$ cat config.mk
export PLATFORM = sky130hd
export DESIGN_NAME = csds_top
export DESIGN_NICKNAME = d
export VERILOG_FILES = /design/src/csds_pkg.sv /design/src/csds_divider.sv /design/src/csds_top.sv
export SDC_FILE = /design/constraint.sdc
export NUM_CORES = 1
export LEC_CHECK = 0
export ABC_CLOCK_PERIOD_IN_PS = 4850
export BUFFER_PORTS_ARGS = -buffer_cell sky130_fd_sc_hd__buf_2
export CELL_PAD_IN_SITES_DETAIL_PLACEMENT = 1
export CELL_PAD_IN_SITES_GLOBAL_PLACEMENT = 2
export CORE_AREA = 2 2 138 207
export CTS_BUF_LIST = sky130_fd_sc_hd__clkbuf_8
export DETAILED_ROUTE_END_ITERATION = 10
export DIE_AREA = 0 0 140 209
export GPL_TIMING_DRIVEN = 0
export HOLD_SLACK_MARGIN = 0.08
export PLACE_DENSITY_LB_ADDON = 0.1
export SYNTH_ARGS = -nofsm -noshare
export SYNTH_HDL_FRONTEND = slang
export SYNTH_SLANG_ARGS = --single-unit
$ cat constraint.sdc
create_clock -name mclk -period 4.85 [get_ports mclk]
set_clock_uncertainty 0.2 [all_clocks]
set_input_delay 0.485 -clock mclk [delete_from_list [all_inputs] [get_ports mclk]]
set_output_delay 0.485 -clock mclk [all_outputs]
set_load 0.02 [all_outputs]
$ cat src/csds_pkg.sv
// ============================================================
// Shared constants and types for the clock source and divider system
package csds_pkg;

    // ============================================================
    // Synchroniser lanes, one for each asynchronous input
    localparam int NSYNC    = 9;
    localparam int IX_XTAL  = 0;
    localparam int IX_VLO   = 1;
    localparam int IX_RC_REFERENCE_OSCILLATOR  = 2;
    localparam int IX_DCO   = 3;
    localparam int IX_MOD   = 4;
    localparam int IX_PT0   = 5;
    localparam int IX_PT1   = 6;
    localparam int IX_PSA   = 7;
    localparam int IX_PSB   = 8;

    // ============================================================
    // Main clock source codes; the modulation oscillator has no code
    localparam logic [1:0] MSRC_XTAL = 2'h0;
    localparam logic [1:0] MSRC_VLO  = 2'h1;
    localparam logic [1:0] MSRC_RC_REFERENCE_OSCILLATOR = 2'h2;
    localparam logic [1:0] MSRC_DCO  = 2'h3;

    // Peripheral source select encodings
    localparam logic [1:0] TMR_PIN   = 2'h0;
    localparam logic [1:0] TMR_AUX   = 2'h1;
    localparam logic [1:0] TMR_SUB   = 2'h2;
    localparam logic [1:0] SER_PIN   = 2'h0;
    localparam logic [1:0] SER_MOD   = 2'h1;
    localparam logic [1:0] WDT_SUB   = 2'h0;
    localparam logic [1:0] WDT_AUX   = 2'h1;
    localparam logic [1:0] ADC_MOD   = 2'h0;
    localparam logic [1:0] ADC_AUX   = 2'h1;
    localparam logic [1:0] LCD_XTAL  = 2'h0;
    localparam logic [1:0] LCD_AUX   = 2'h1;
    localparam logic [1:0] RTC_NONE  = 2'h0;
    localparam logic [1:0] RTC_SUB   = 2'h1;
    localparam logic [1:0] RTC_XTAL  = 2'h2;

    // ============================================================
    // Register map (byte addresses)
    localparam int          AW         = 12;
    localparam logic [11:0] ADDR_CTRL  = 12'h000;
    localparam logic [11:0] ADDR_PSEL  = 12'h004;
    localparam logic [11:0] ADDR_FLLT  = 12'h008;
    localparam logic [11:0] ADDR_STAT  = 12'h00c;

    typedef struct packed {
        logic       fll_en;
        logic       fll_ref_ext;
        logic       aux_rc_reference_oscillator;
        logic [1:0] sub_div;
        logic [2:0] main_div;
        logic [1:0] main_src;
    } csds_ctrl_t;

    typedef struct packed {
        logic [1:0] rtc;
        logic [1:0] display;
        logic [1:0] converter;
        logic [1:0] watchdog;
        logic [1:0] serial_b;
        logic [1:0] serial_a;
        logic [1:0] timer1;
        logic [1:0] timer0;
    } csds_psel_t;

    typedef struct packed {
        logic [1:0] main_active;
        logic [8:0] trim;
        logic       locked;
        logic       fault_live;
        logic       fault_sticky;
    } csds_stat_t;

    localparam csds_ctrl_t CTRL_RST = '{fll_en: 1'b1, fll_ref_ext: 1'b0, aux_rc_reference_oscillator: 1'b1,
                                        sub_div: 2'h0, main_div: 3'h0, main_src: MSRC_DCO};
    localparam csds_psel_t PSEL_RST = 16'h0000;
    localparam logic [9:0] FLLT_RST = 10'h1e8;
    localparam logic [9:0] LOCK_TOL = 10'h002;
    localparam logic [9:0] CNT_MAX  = 10'h3ff;
    localparam logic [8:0] TRIM_RST = 9'h100;
    localparam logic [8:0] TRIM_MAX = 9'h1ff;
    localparam logic [8:0] TRIM_MIN = 9'h000;

    // ============================================================
    // Timing
    localparam int          CLK_MHZ           = 25;
    localparam int          FAULT_TIME_US     = 200;
    localparam logic [15:0] FAULT_CYCLES_DFLT = 16'(FAULT_TIME_US * CLK_MHZ);
    localparam int          DIVCNT_W          = 7;

endpackage

$ cat src/csds_divider.sv
`timescale 1ns/1ns
`default_nettype none
// ============================================================
// Power-of-two divider: toggles after 2**div_log2 source half-periods
module csds_divider (
    input  wire logic       mclk,
    input  wire logic       reset_n,
    input  wire logic       src_lvl,
    input  wire logic [2:0] div_log2,
    output logic            clk_out
);

    typedef struct packed {
        logic                          prev;
        logic [csds_pkg::DIVCNT_W-1:0] cnt;
        logic                          out;
    } csds_div_t;

    csds_div_t                     s_r;
    csds_div_t                     s_nxt;
    logic [csds_pkg::DIVCNT_W-1:0] limit;

    always_comb begin
        s_nxt = s_r;
        limit = csds_pkg::DIVCNT_W'((8'h01 << div_log2) - 8'h01);
        s_nxt.prev = src_lvl;
        if (src_lvl != s_r.prev) begin
            // A ratio change mid-count applies at once: the running count is compared with the new limit
            if (s_r.cnt >= limit) begin
                s_nxt.cnt = '0;
                s_nxt.out = ~s_r.out;
            end else begin
                s_nxt.cnt = s_r.cnt + 1'b1;
            end
        end
    end

    always_ff @(posedge mclk or negedge reset_n) begin
        if (!reset_n) begin
            s_r <= '0;
        end else begin
            s_r <= s_nxt;
        end
    end

    assign clk_out = s_r.out;

endmodule
`default_nettype wire

$ cat src/csds_top.sv
// The address map and the APB interface to the registers are this design's own decisions.
`timescale 1ns/1ns
`default_nettype none
// Overview of operation
// - Main clock from crystal, low-power, reference or controlled oscillator, divide 1..128
// - Sub-main clock divides only the main clock by 1, 2, 4 or 8
// - Auxiliary clock comes from crystal or reference oscillator, at most 40 kHz
// - Controlled oscillator locks by a loop on internal or external 32 kHz reference
// - Failing crystal is replaced by the reference oscillator for all its users
// - Core, memories, checksum unit and ports all run on the main clock
// - Five sources: crystal, low-power, reference, controlled and modulation oscillators
module csds_top #(
    parameter logic [15:0] FAULT_CYCLES = csds_pkg::FAULT_CYCLES_DFLT
) (
    input  wire logic                    mclk,
    input  wire logic                    reset_n,
    // Oscillators and external clock pins, all asynchronous
    input  wire logic                    crystal_osc_clock,
    input  wire logic                    very_low_power_osc_clock,
    input  wire logic                    rc_reference_oscillator,
    input  wire logic                    digitally_controlled_oscillator,
    input  wire logic                    modulation_oscillator,
    input  wire logic                    timer0_pin_clock,
    input  wire logic                    timer1_pin_clock,
    input  wire logic                    serial_a_pin_clock,
    input  wire logic                    serial_b_pin_clock,
    // Pin function bits for crystal_input_pin and crystal_output_pin
    input  wire logic [1:0]              port4_function_select,
    // APB slave
    input  wire logic                    psel,
    input  wire logic                    penable,
    input  wire logic                    pwrite,
    input  wire logic [csds_pkg::AW-1:0] paddr,
    input  wire logic [31:0]             pwdata,
    output logic [31:0]                  prdata,
    output logic                         pready,
    output logic                         pslverr,
    // Clock outputs
    output logic                         main_clock,
    output logic                         sub_main_clock,
    output logic                         aux_clock,
    output logic                         timer0_clock,
    output logic                         timer1_clock,
    output logic                         serial_a_clock,
    output logic                         serial_b_clock,
    output logic                         watchdog_clock,
    output logic                         converter_clock,
    output logic                         display_clock,
    output logic                         rtc_counter_clock,
    output logic [8:0]                   dco_trim
);

    // ============================================================
    // State
    typedef struct packed {
        logic [csds_pkg::NSYNC-1:0] s1;
        logic [csds_pkg::NSYNC-1:0] s2;
        logic [csds_pkg::NSYNC-1:0] s3;
        logic [csds_pkg::NSYNC-1:0] lvl;
        logic [csds_pkg::NSYNC-1:0] prev;
        csds_pkg::csds_ctrl_t       ctrl;
        csds_pkg::csds_psel_t       psel_f;
        logic [9:0]                 fll_target;
        logic [9:0]                 dco_cnt;
        logic [8:0]                 trim;
        logic                       locked;
        logic                       ref_prev;
        logic [15:0]                fault_cnt;
        logic                       fault_live;
        logic                       fault_sticky;
        logic                       aux;
        logic                       t0;
        logic                       t1;
        logic                       sa;
        logic                       sb;
        logic                       wd;
        logic                       adc;
        logic                       lcd;
        logic                       rtc;
        logic                       pready;
        logic                       pslverr;
        logic [31:0]                prdata;
    } csds_state_t;

    csds_state_t                s_r;
    csds_state_t                s_nxt;
    logic [csds_pkg::NSYNC-1:0] async_in;
    logic [csds_pkg::NSYNC-1:0] agree;
    logic                       main_div_out;
    logic                       sub_div_out;
    logic                       main_in;
    logic                       xtal_eff;
    logic                       ref_now;
    logic                       ref_rise;
    logic                       dco_rise;
    logic                       setup;
    logic                       access;
    csds_pkg::csds_stat_t       stat;
    csds_pkg::csds_stat_t       wstat;

    assign async_in[csds_pkg::IX_XTAL] = crystal_osc_clock;
    assign async_in[csds_pkg::IX_VLO]  = very_low_power_osc_clock;
    assign async_in[csds_pkg::IX_RC_REFERENCE_OSCILLATOR] = rc_reference_oscillator;
    assign async_in[csds_pkg::IX_DCO]  = digitally_controlled_oscillator;
    assign async_in[csds_pkg::IX_MOD]  = modulation_oscillator;
    assign async_in[csds_pkg::IX_PT0]  = timer0_pin_clock;
    assign async_in[csds_pkg::IX_PT1]  = timer1_pin_clock;
    assign async_in[csds_pkg::IX_PSA]  = serial_a_pin_clock;
    assign async_in[csds_pkg::IX_PSB]  = serial_b_pin_clock;

    // ============================================================
    // Dividers
    // main predivider
    csds_divider u_main_div (
        .mclk     (mclk),
        .reset_n  (reset_n),
        .src_lvl  (main_in),
        .div_log2 (s_r.ctrl.main_div),
        .clk_out  (main_div_out)
    );

    csds_divider u_sub_div (
        .mclk     (mclk),
        .reset_n  (reset_n),
        .src_lvl  (main_div_out),
        .div_log2 ({1'b0, s_r.ctrl.sub_div}),
        .clk_out  (sub_div_out)
    );

    // ============================================================
    // Next-state logic
    always_comb begin
        s_nxt = s_r;
        wstat = csds_pkg::csds_stat_t'(pwdata[$bits(csds_pkg::csds_stat_t)-1:0]);

        // all nine asynchronous inputs synchronised
        // Level only moves once the second and third stages agree
        s_nxt.s1   = async_in;
        s_nxt.s2   = s_r.s1;
        s_nxt.s3   = s_r.s2;
        agree      = ~(s_r.s2 ^ s_r.s3);
        s_nxt.lvl  = (agree & s_r.s3) | (~agree & s_r.lvl);
        s_nxt.prev = s_r.lvl;

        // crystal pins configured
        // Without both pin functions the crystal is treated as absent
        if (port4_function_select != 2'h3) begin
            s_nxt.fault_cnt  = '0;
            s_nxt.fault_live = 1'b1;
        end else if (s_r.lvl[csds_pkg::IX_XTAL] != s_r.prev[csds_pkg::IX_XTAL]) begin
            s_nxt.fault_cnt  = '0;
            s_nxt.fault_live = 1'b0;
        end else if (s_r.fault_cnt >= FAULT_CYCLES - 16'h0001) begin
            s_nxt.fault_live = 1'b1;
        end else begin
            s_nxt.fault_cnt = s_r.fault_cnt + 16'h0001;
        end

        xtal_eff = s_r.fault_live ? s_r.lvl[csds_pkg::IX_RC_REFERENCE_OSCILLATOR] : s_r.lvl[csds_pkg::IX_XTAL];

        unique case (s_r.ctrl.main_src)
            csds_pkg::MSRC_XTAL: main_in = xtal_eff;
            csds_pkg::MSRC_VLO:  main_in = s_r.lvl[csds_pkg::IX_VLO];
            csds_pkg::MSRC_RC_REFERENCE_OSCILLATOR: main_in = s_r.lvl[csds_pkg::IX_RC_REFERENCE_OSCILLATOR];
            csds_pkg::MSRC_DCO:  main_in = s_r.lvl[csds_pkg::IX_DCO];
        endcase

        // aux from crystal or reference
        // Both sources are 32 kHz parts, so no divider is needed to stay under 40 kHz
        s_nxt.aux = s_r.ctrl.aux_rc_reference_oscillator ? s_r.lvl[csds_pkg::IX_RC_REFERENCE_OSCILLATOR] : xtal_eff;

        ref_now        = s_r.ctrl.fll_ref_ext ? xtal_eff : s_r.lvl[csds_pkg::IX_RC_REFERENCE_OSCILLATOR];
        s_nxt.ref_prev = ref_now;
        ref_rise       = ref_now & ~s_r.ref_prev;
        dco_rise       = s_r.lvl[csds_pkg::IX_DCO] & ~s_r.prev[csds_pkg::IX_DCO];
        if (!s_r.ctrl.fll_en) begin
            s_nxt.dco_cnt = '0;
            s_nxt.locked  = 1'b0;
        end else if (ref_rise) begin
            // One reference period counted: nudge trim toward the target count
            s_nxt.dco_cnt = {9'h000, dco_rise};
            if ({1'b0, s_r.dco_cnt} + {1'b0, csds_pkg::LOCK_TOL} < {1'b0, s_r.fll_target}) begin
                s_nxt.locked = 1'b0;
                if (s_r.trim != csds_pkg::TRIM_MAX) begin
                    s_nxt.trim = s_r.trim + 9'h001;
                end
            end else if ({1'b0, s_r.dco_cnt} >
                         {1'b0, s_r.fll_target} + {1'b0, csds_pkg::LOCK_TOL}) begin
                s_nxt.locked = 1'b0;
                if (s_r.trim != csds_pkg::TRIM_MIN) begin
                    s_nxt.trim = s_r.trim - 9'h001;
                end
            end else begin
                s_nxt.locked = 1'b1;
            end
        end else if (dco_rise && s_r.dco_cnt != csds_pkg::CNT_MAX) begin
            s_nxt.dco_cnt = s_r.dco_cnt + 10'h001;
        end

        unique case (s_r.psel_f.timer0)
            csds_pkg::TMR_PIN: s_nxt.t0 = s_r.lvl[csds_pkg::IX_PT0];
            csds_pkg::TMR_AUX: s_nxt.t0 = s_r.aux;
            default:           s_nxt.t0 = sub_div_out;
        endcase
        unique case (s_r.psel_f.timer1)
            csds_pkg::TMR_PIN: s_nxt.t1 = s_r.lvl[csds_pkg::IX_PT1];
            csds_pkg::TMR_AUX: s_nxt.t1 = s_r.aux;
            default:           s_nxt.t1 = sub_div_out;
        endcase
        unique case (s_r.psel_f.serial_a)
            csds_pkg::SER_PIN: s_nxt.sa = s_r.lvl[csds_pkg::IX_PSA];
            csds_pkg::SER_MOD: s_nxt.sa = s_r.lvl[csds_pkg::IX_MOD];
            default:           s_nxt.sa = sub_div_out;
        endcase
        unique case (s_r.psel_f.serial_b)
            csds_pkg::SER_PIN: s_nxt.sb = s_r.lvl[csds_pkg::IX_PSB];
            csds_pkg::SER_MOD: s_nxt.sb = s_r.lvl[csds_pkg::IX_MOD];
            default:           s_nxt.sb = sub_div_out;
        endcase
        unique case (s_r.psel_f.watchdog)
            csds_pkg::WDT_SUB: s_nxt.wd = sub_div_out;
            csds_pkg::WDT_AUX: s_nxt.wd = s_r.aux;
            default:           s_nxt.wd = s_r.lvl[csds_pkg::IX_VLO];
        endcase
        unique case (s_r.psel_f.converter)
            csds_pkg::ADC_MOD: s_nxt.adc = s_r.lvl[csds_pkg::IX_MOD];
            csds_pkg::ADC_AUX: s_nxt.adc = s_r.aux;
            default:           s_nxt.adc = sub_div_out;
        endcase
        unique case (s_r.psel_f.display)
            csds_pkg::LCD_XTAL: s_nxt.lcd = xtal_eff;
            csds_pkg::LCD_AUX:  s_nxt.lcd = s_r.aux;
            default:            s_nxt.lcd = s_r.lvl[csds_pkg::IX_VLO];
        endcase
        unique case (s_r.psel_f.rtc)
            csds_pkg::RTC_NONE: s_nxt.rtc = 1'b0;
            csds_pkg::RTC_SUB:  s_nxt.rtc = sub_div_out;
            csds_pkg::RTC_XTAL: s_nxt.rtc = xtal_eff;
            default:            s_nxt.rtc = s_r.lvl[csds_pkg::IX_VLO];
        endcase

        // ============================================================
        // APB slave: one access cycle, read data latched at setup
        stat.main_active  = s_r.ctrl.main_src;
        stat.trim         = s_r.trim;
        stat.locked       = s_r.locked;
        stat.fault_live   = s_r.fault_live;
        stat.fault_sticky = s_r.fault_sticky;
        setup  = psel & ~penable;
        access = psel & penable & s_r.pready;
        s_nxt.pready = 1'b0;
        if (setup) begin
            s_nxt.pready  = 1'b1;
            s_nxt.pslverr = 1'b0;
            unique case (paddr)
                csds_pkg::ADDR_CTRL: s_nxt.prdata = 32'(s_r.ctrl);
                csds_pkg::ADDR_PSEL: s_nxt.prdata = 32'(s_r.psel_f);
                csds_pkg::ADDR_FLLT: s_nxt.prdata = 32'(s_r.fll_target);
                csds_pkg::ADDR_STAT: s_nxt.prdata = 32'(stat);
                default: begin
                    s_nxt.prdata  = 32'h0000_0000;
                    s_nxt.pslverr = 1'b1;
                end
            endcase
        end else if (access) begin
            s_nxt.pslverr = 1'b0;
            s_nxt.prdata  = 32'h0000_0000;
        end

        // Sticky fault: a new fault in the clearing cycle keeps the flag set
        s_nxt.fault_sticky = s_r.fault_sticky | s_nxt.fault_live;
        if (access && pwrite && !s_r.pslverr) begin
            unique case (paddr)
                csds_pkg::ADDR_CTRL: begin
                    s_nxt.ctrl = csds_pkg::csds_ctrl_t'(
                        pwdata[$bits(csds_pkg::csds_ctrl_t)-1:0]);
                end
                csds_pkg::ADDR_PSEL: begin
                    s_nxt.psel_f = csds_pkg::csds_psel_t'(
                        pwdata[$bits(csds_pkg::csds_psel_t)-1:0]);
                end
                csds_pkg::ADDR_FLLT: s_nxt.fll_target = pwdata[9:0];
                csds_pkg::ADDR_STAT: begin
                    s_nxt.fault_sticky = (s_r.fault_sticky & ~wstat.fault_sticky)
                                         | s_nxt.fault_live;
                end
                default: begin
                end
            endcase
        end
    end

    // ============================================================
    // Registers
    always_ff @(posedge mclk or negedge reset_n) begin
        if (!reset_n) begin
            s_r            <= '0;
            s_r.ctrl       <= csds_pkg::CTRL_RST;
            s_r.psel_f     <= csds_pkg::PSEL_RST;
            s_r.fll_target <= csds_pkg::FLLT_RST;
            s_r.trim       <= csds_pkg::TRIM_RST;
        end else begin
            s_r <= s_nxt;
        end
    end

    // ============================================================
    // Outputs
    // main clock feeds core, memories, checksum unit and ports
    assign main_clock        = main_div_out;
    assign sub_main_clock    = sub_div_out;
    assign aux_clock         = s_r.aux;
    assign timer0_clock      = s_r.t0;
    assign timer1_clock      = s_r.t1;
    assign serial_a_clock    = s_r.sa;
    assign serial_b_clock    = s_r.sb;
    assign watchdog_clock    = s_r.wd;
    assign converter_clock   = s_r.adc;
    assign display_clock     = s_r.lcd;
    assign rtc_counter_clock = s_r.rtc;
    assign dco_trim          = s_r.trim;
    assign prdata            = s_r.prdata;
    assign pready            = s_r.pready;
    assign pslverr           = s_r.pslverr;

endmodule
`default_nettype wire

==> impl_metrics.toml <==
[layout]
nets = 997
area_delta_synth_final_pct = 19.3
drive_above_1_share_pct = 21.7
antenna_cells = 0
postLayoutCellArea_um2 = 9670

[floorplanning]
rows = 75
start_util_pct = 29.3
die_y_um = 209
core_area_um2 = 27700
die_area_um2 = 29300
die_w_um = 140
ios = 114

[sta]
hold_slack_ps = 150
finalMaxSlewViolations = 0
setup_viol_count_final = 0
setup_tns_ps = 0
hold_violations = 0
setup_ws_ps = 257
fin_crit_ps = 4590
maxSlewHeadroom_pct = 41.3
rsz0062_at_grt = "false"
fmax_mhz = 218
worst_pin_slew_ps = 876
fin_crit_sh_pct = 94.7

[synth]
synthArstFlopShare_pct = 100
synth.avg_cell_area_um2 = 10.9
yosys_most_used_dff = "dfrtp_1"
synthCells = 745
ys_seq_area_share_pct = 48.9
synth-edff-count = 0
ys_types = 64
synth_area_um2 = 8110
synth-seq-cells = 158
yosysWarnings = 0

[power]
ir_drop_mv = 0.231
power.density_nw_per_um2 = 408
p_comb_share_pct = 35.6
p_clk_share_pct = 23.1
power.total_mw = 3.95
seqPwrFrac_pct = 41.3
sw_frac_of_total_pct = 38.0
p_sw_mw = 1.50
leakage_nw = 4.48
p_int_mw = 2.45

[worst_hold_path]
hp-class = "input pin to flip-flop"

[cts]
ctsRootBufferMaster = "clkbuf_8"
insertion_delay_ps = 480
tritoncts = "done"
clock_sinks = 158
cts_buffers = 17
clkTransAtPathRegs_ps = 90
postCtsSetupBuffers = 0
htree_levels = 4
clk_path_buf_depth = 2

[place]
placed_cell_area_um2 = 9040
portBuffers = 81
post-place-ws_ps = 233
dp_hpwl_mm = 16.8
place_congestion = 0.754

[critical_path]
crit_chain = "clkbuf_1 > nand3_1 > nor2_1 > nand3_1 > xnor2_1 > ha_1 > nor2b_1 > a311o_1 > or2_1 > fa_1 > a21o_1 > a211oi_1 > o21ai_0 > o211ai_1 > xor2_1 > nor2_1 > xor2_1"
required_ps = 5060
critPathMaxFanout = 10
cp_top_family = "simple AND/OR/NAND/NOR gates"
startpoint_type = "flip-flop"
max_stage_delay_ps = 480
worstSetupPathType = "flip-flop to flip-flop"
slowest_stage = "fa_1"
end_kind = "flip-flop"
path_buf_inv = 1
worstPathArrival_ps = 4800

[detailed_routing]
dr.first_iter.drc_count = 178
routedWlPerCell_um = 17.4
drt_wl_total_mm = 21.7
postRouteAntennaNets = 0
drcViolationCount = 1
vias = 5859
first_pass_iters = 9
via_per_inst = 4.69

[grt]
use_met1_pct = 16.2
grt_max_degree = 109
grtUsageTotal_pct = 15.6
grt_pass1_vias = 6472
antenna_found_initial = 0
grt_overflow = 0
use_met2_pct = 30.9
grt_first_pass_wirelength_mm = 35.2
grt.busiest_layer = "met2"
use_met3_pct = 2.93

[run_status]
violations = "design-rule violations"
status = "complete, but fails checks"

[run]
max-cap-violations = 0
## power groups by stage
stage                     clock, mW  combinational [mW]  sequential (mW)
after floorplan                   0                1.03             1.61
after global placement            0                1.37             1.66
after detailed placement          0                1.41             1.67
after CTS                     0.957                1.44             1.64
after global routing           1.01                1.61             1.66
final                         0.913                1.41             1.63
## cells in the final DEF (no fill, tap or decap), drive strengths merged, types with 3 or more instances in the layout
cell type,n
nor4,4
o211ai,3
dfstp,10
maj3,9
nor2,58
nor2b,3
inv,29
or3,7
dlygate4sd3,28
mux2i,10
nand2,70
xor2,31
a22oi,4
nand4,10
and3,6
buf,131
clkinvlp,3
ha,47
dfrtp,148
a22o,11
a211oi,7
nand2b,8
a31oi,3
clkinv,6
a221oi,10
or2,3
nor3,11
nand3,22
conb,17
a21oi,18
clkbuf,30
xnor2,24
mux2,39
a21o,6
o21ai,50
## sequential cells by signal, summed over array words and instances, names as in the netlist, 8 cells and up, named ones only
name            count
s_nxt              18
u_main_div.s_r      8
prdata             16
dco_trim            9
s_r                77
u_sub_div.s_r       8
## synth_stat cells (4+ instances only)
library cell,number,area [um^2]
inv_1,25,93.8
mux2i_1,10,100
nor2_1,57,214
a21oi_1,18,90.1
maj3_1,9,90.1
o21ai_1,24,120
buf_2,4,20.0
a211oi_1,7,52.6
nor3_1,10,50.1
o21ai_0,26,130
nand2b_1,8,50.1
and3_1,6,37.5
nand3_1,22,110
clkbuf_1,11,41.3
a21o_1,6,45.0
a22oi_1,4,30.0
a22o_1,11,96.3
mux2_4,10,150
ha_1,47,588
xnor2_1,24,210
nand4_1,10,62.6
dfrtp_1,148,3700
a221oi_1,10,87.6
nand2_1,67,251
buf_4,44,330
mux2_1,26,293
dfstp_2,10,263
or3_1,7,43.8
xor2_1,31,272
## tightest hold or removal path, delay by kind of cell
| family | cells | cell delay (ps) |
|---|---|---|
| simple gates | 1 | 60 |
| compound gates | 1 | 140 |
| buf+inv | 1 | 100 |
## kinds of logic (layout without fill, tap and decap cells)
kind of cell / after synthesis / after routing / synth area share (%)
simple gates: 212 / 212 / 12.7
flops: 158 / 158 / 48.9
compound gates: 126 / 126 / 10.2
buf+inv: 85 / 227 / 6.13
fa+ha+maj: 57 / 57 / 8.61
xor+xnor: 55 / 55 / 5.94
mux: 50 / 50 / 7.39
other cells: 2 / 17 / 0.0926
## worst paths after layout
check,startpoint,endpoint,slack [ps],depth (start not counted)
max,s_r[76],dco_trim[8],260,17
max reg2reg,s_r[76],dco_trim[8],260,17
min in group asynchronous,reset_n,dco_trim[7],300,2
max in group asynchronous,reset_n,s_r[74],3230,3
min reg2reg,s_nxt[152],s_nxt[143],150,0
min,paddr[11],pslverr,150,3
## metal layers
layer,wire (um),vias up,share of wire [%]
li1,-,2840,-
met1,8400,2937,39
met2,12500,58,57
met3,453,24,2.1
met4,368,0,1.7
met5,0,-,0
## area by class of cell
class	instances	area, um^2
Buffer	60	403
Clock buffer	19	262
Clock inverter	13	92.6
Fill cell	3131	18000
Inverter	25	93.8
Multi-Input combinational cell	517	3700
Sequential cell	158	3970
Tap cell	346	433
Timing Repair Buffer	110	723
## per-stage QoR
step	util (%)	cells
after floorplan	-	760
after global placement	32.5	1187
after detailed placement	32.7	1188
after CTS	34.9	1248
after global routing	34.9	1248
final	34.9	1248
## what timing repair did
action | CTS | global route
endpoints found under the hold margin | 95 | 0
gates resized for setup | 0 | 0
hold buffers | 28 | 0
Note: power is estimated with default switching activity, not from simulation.
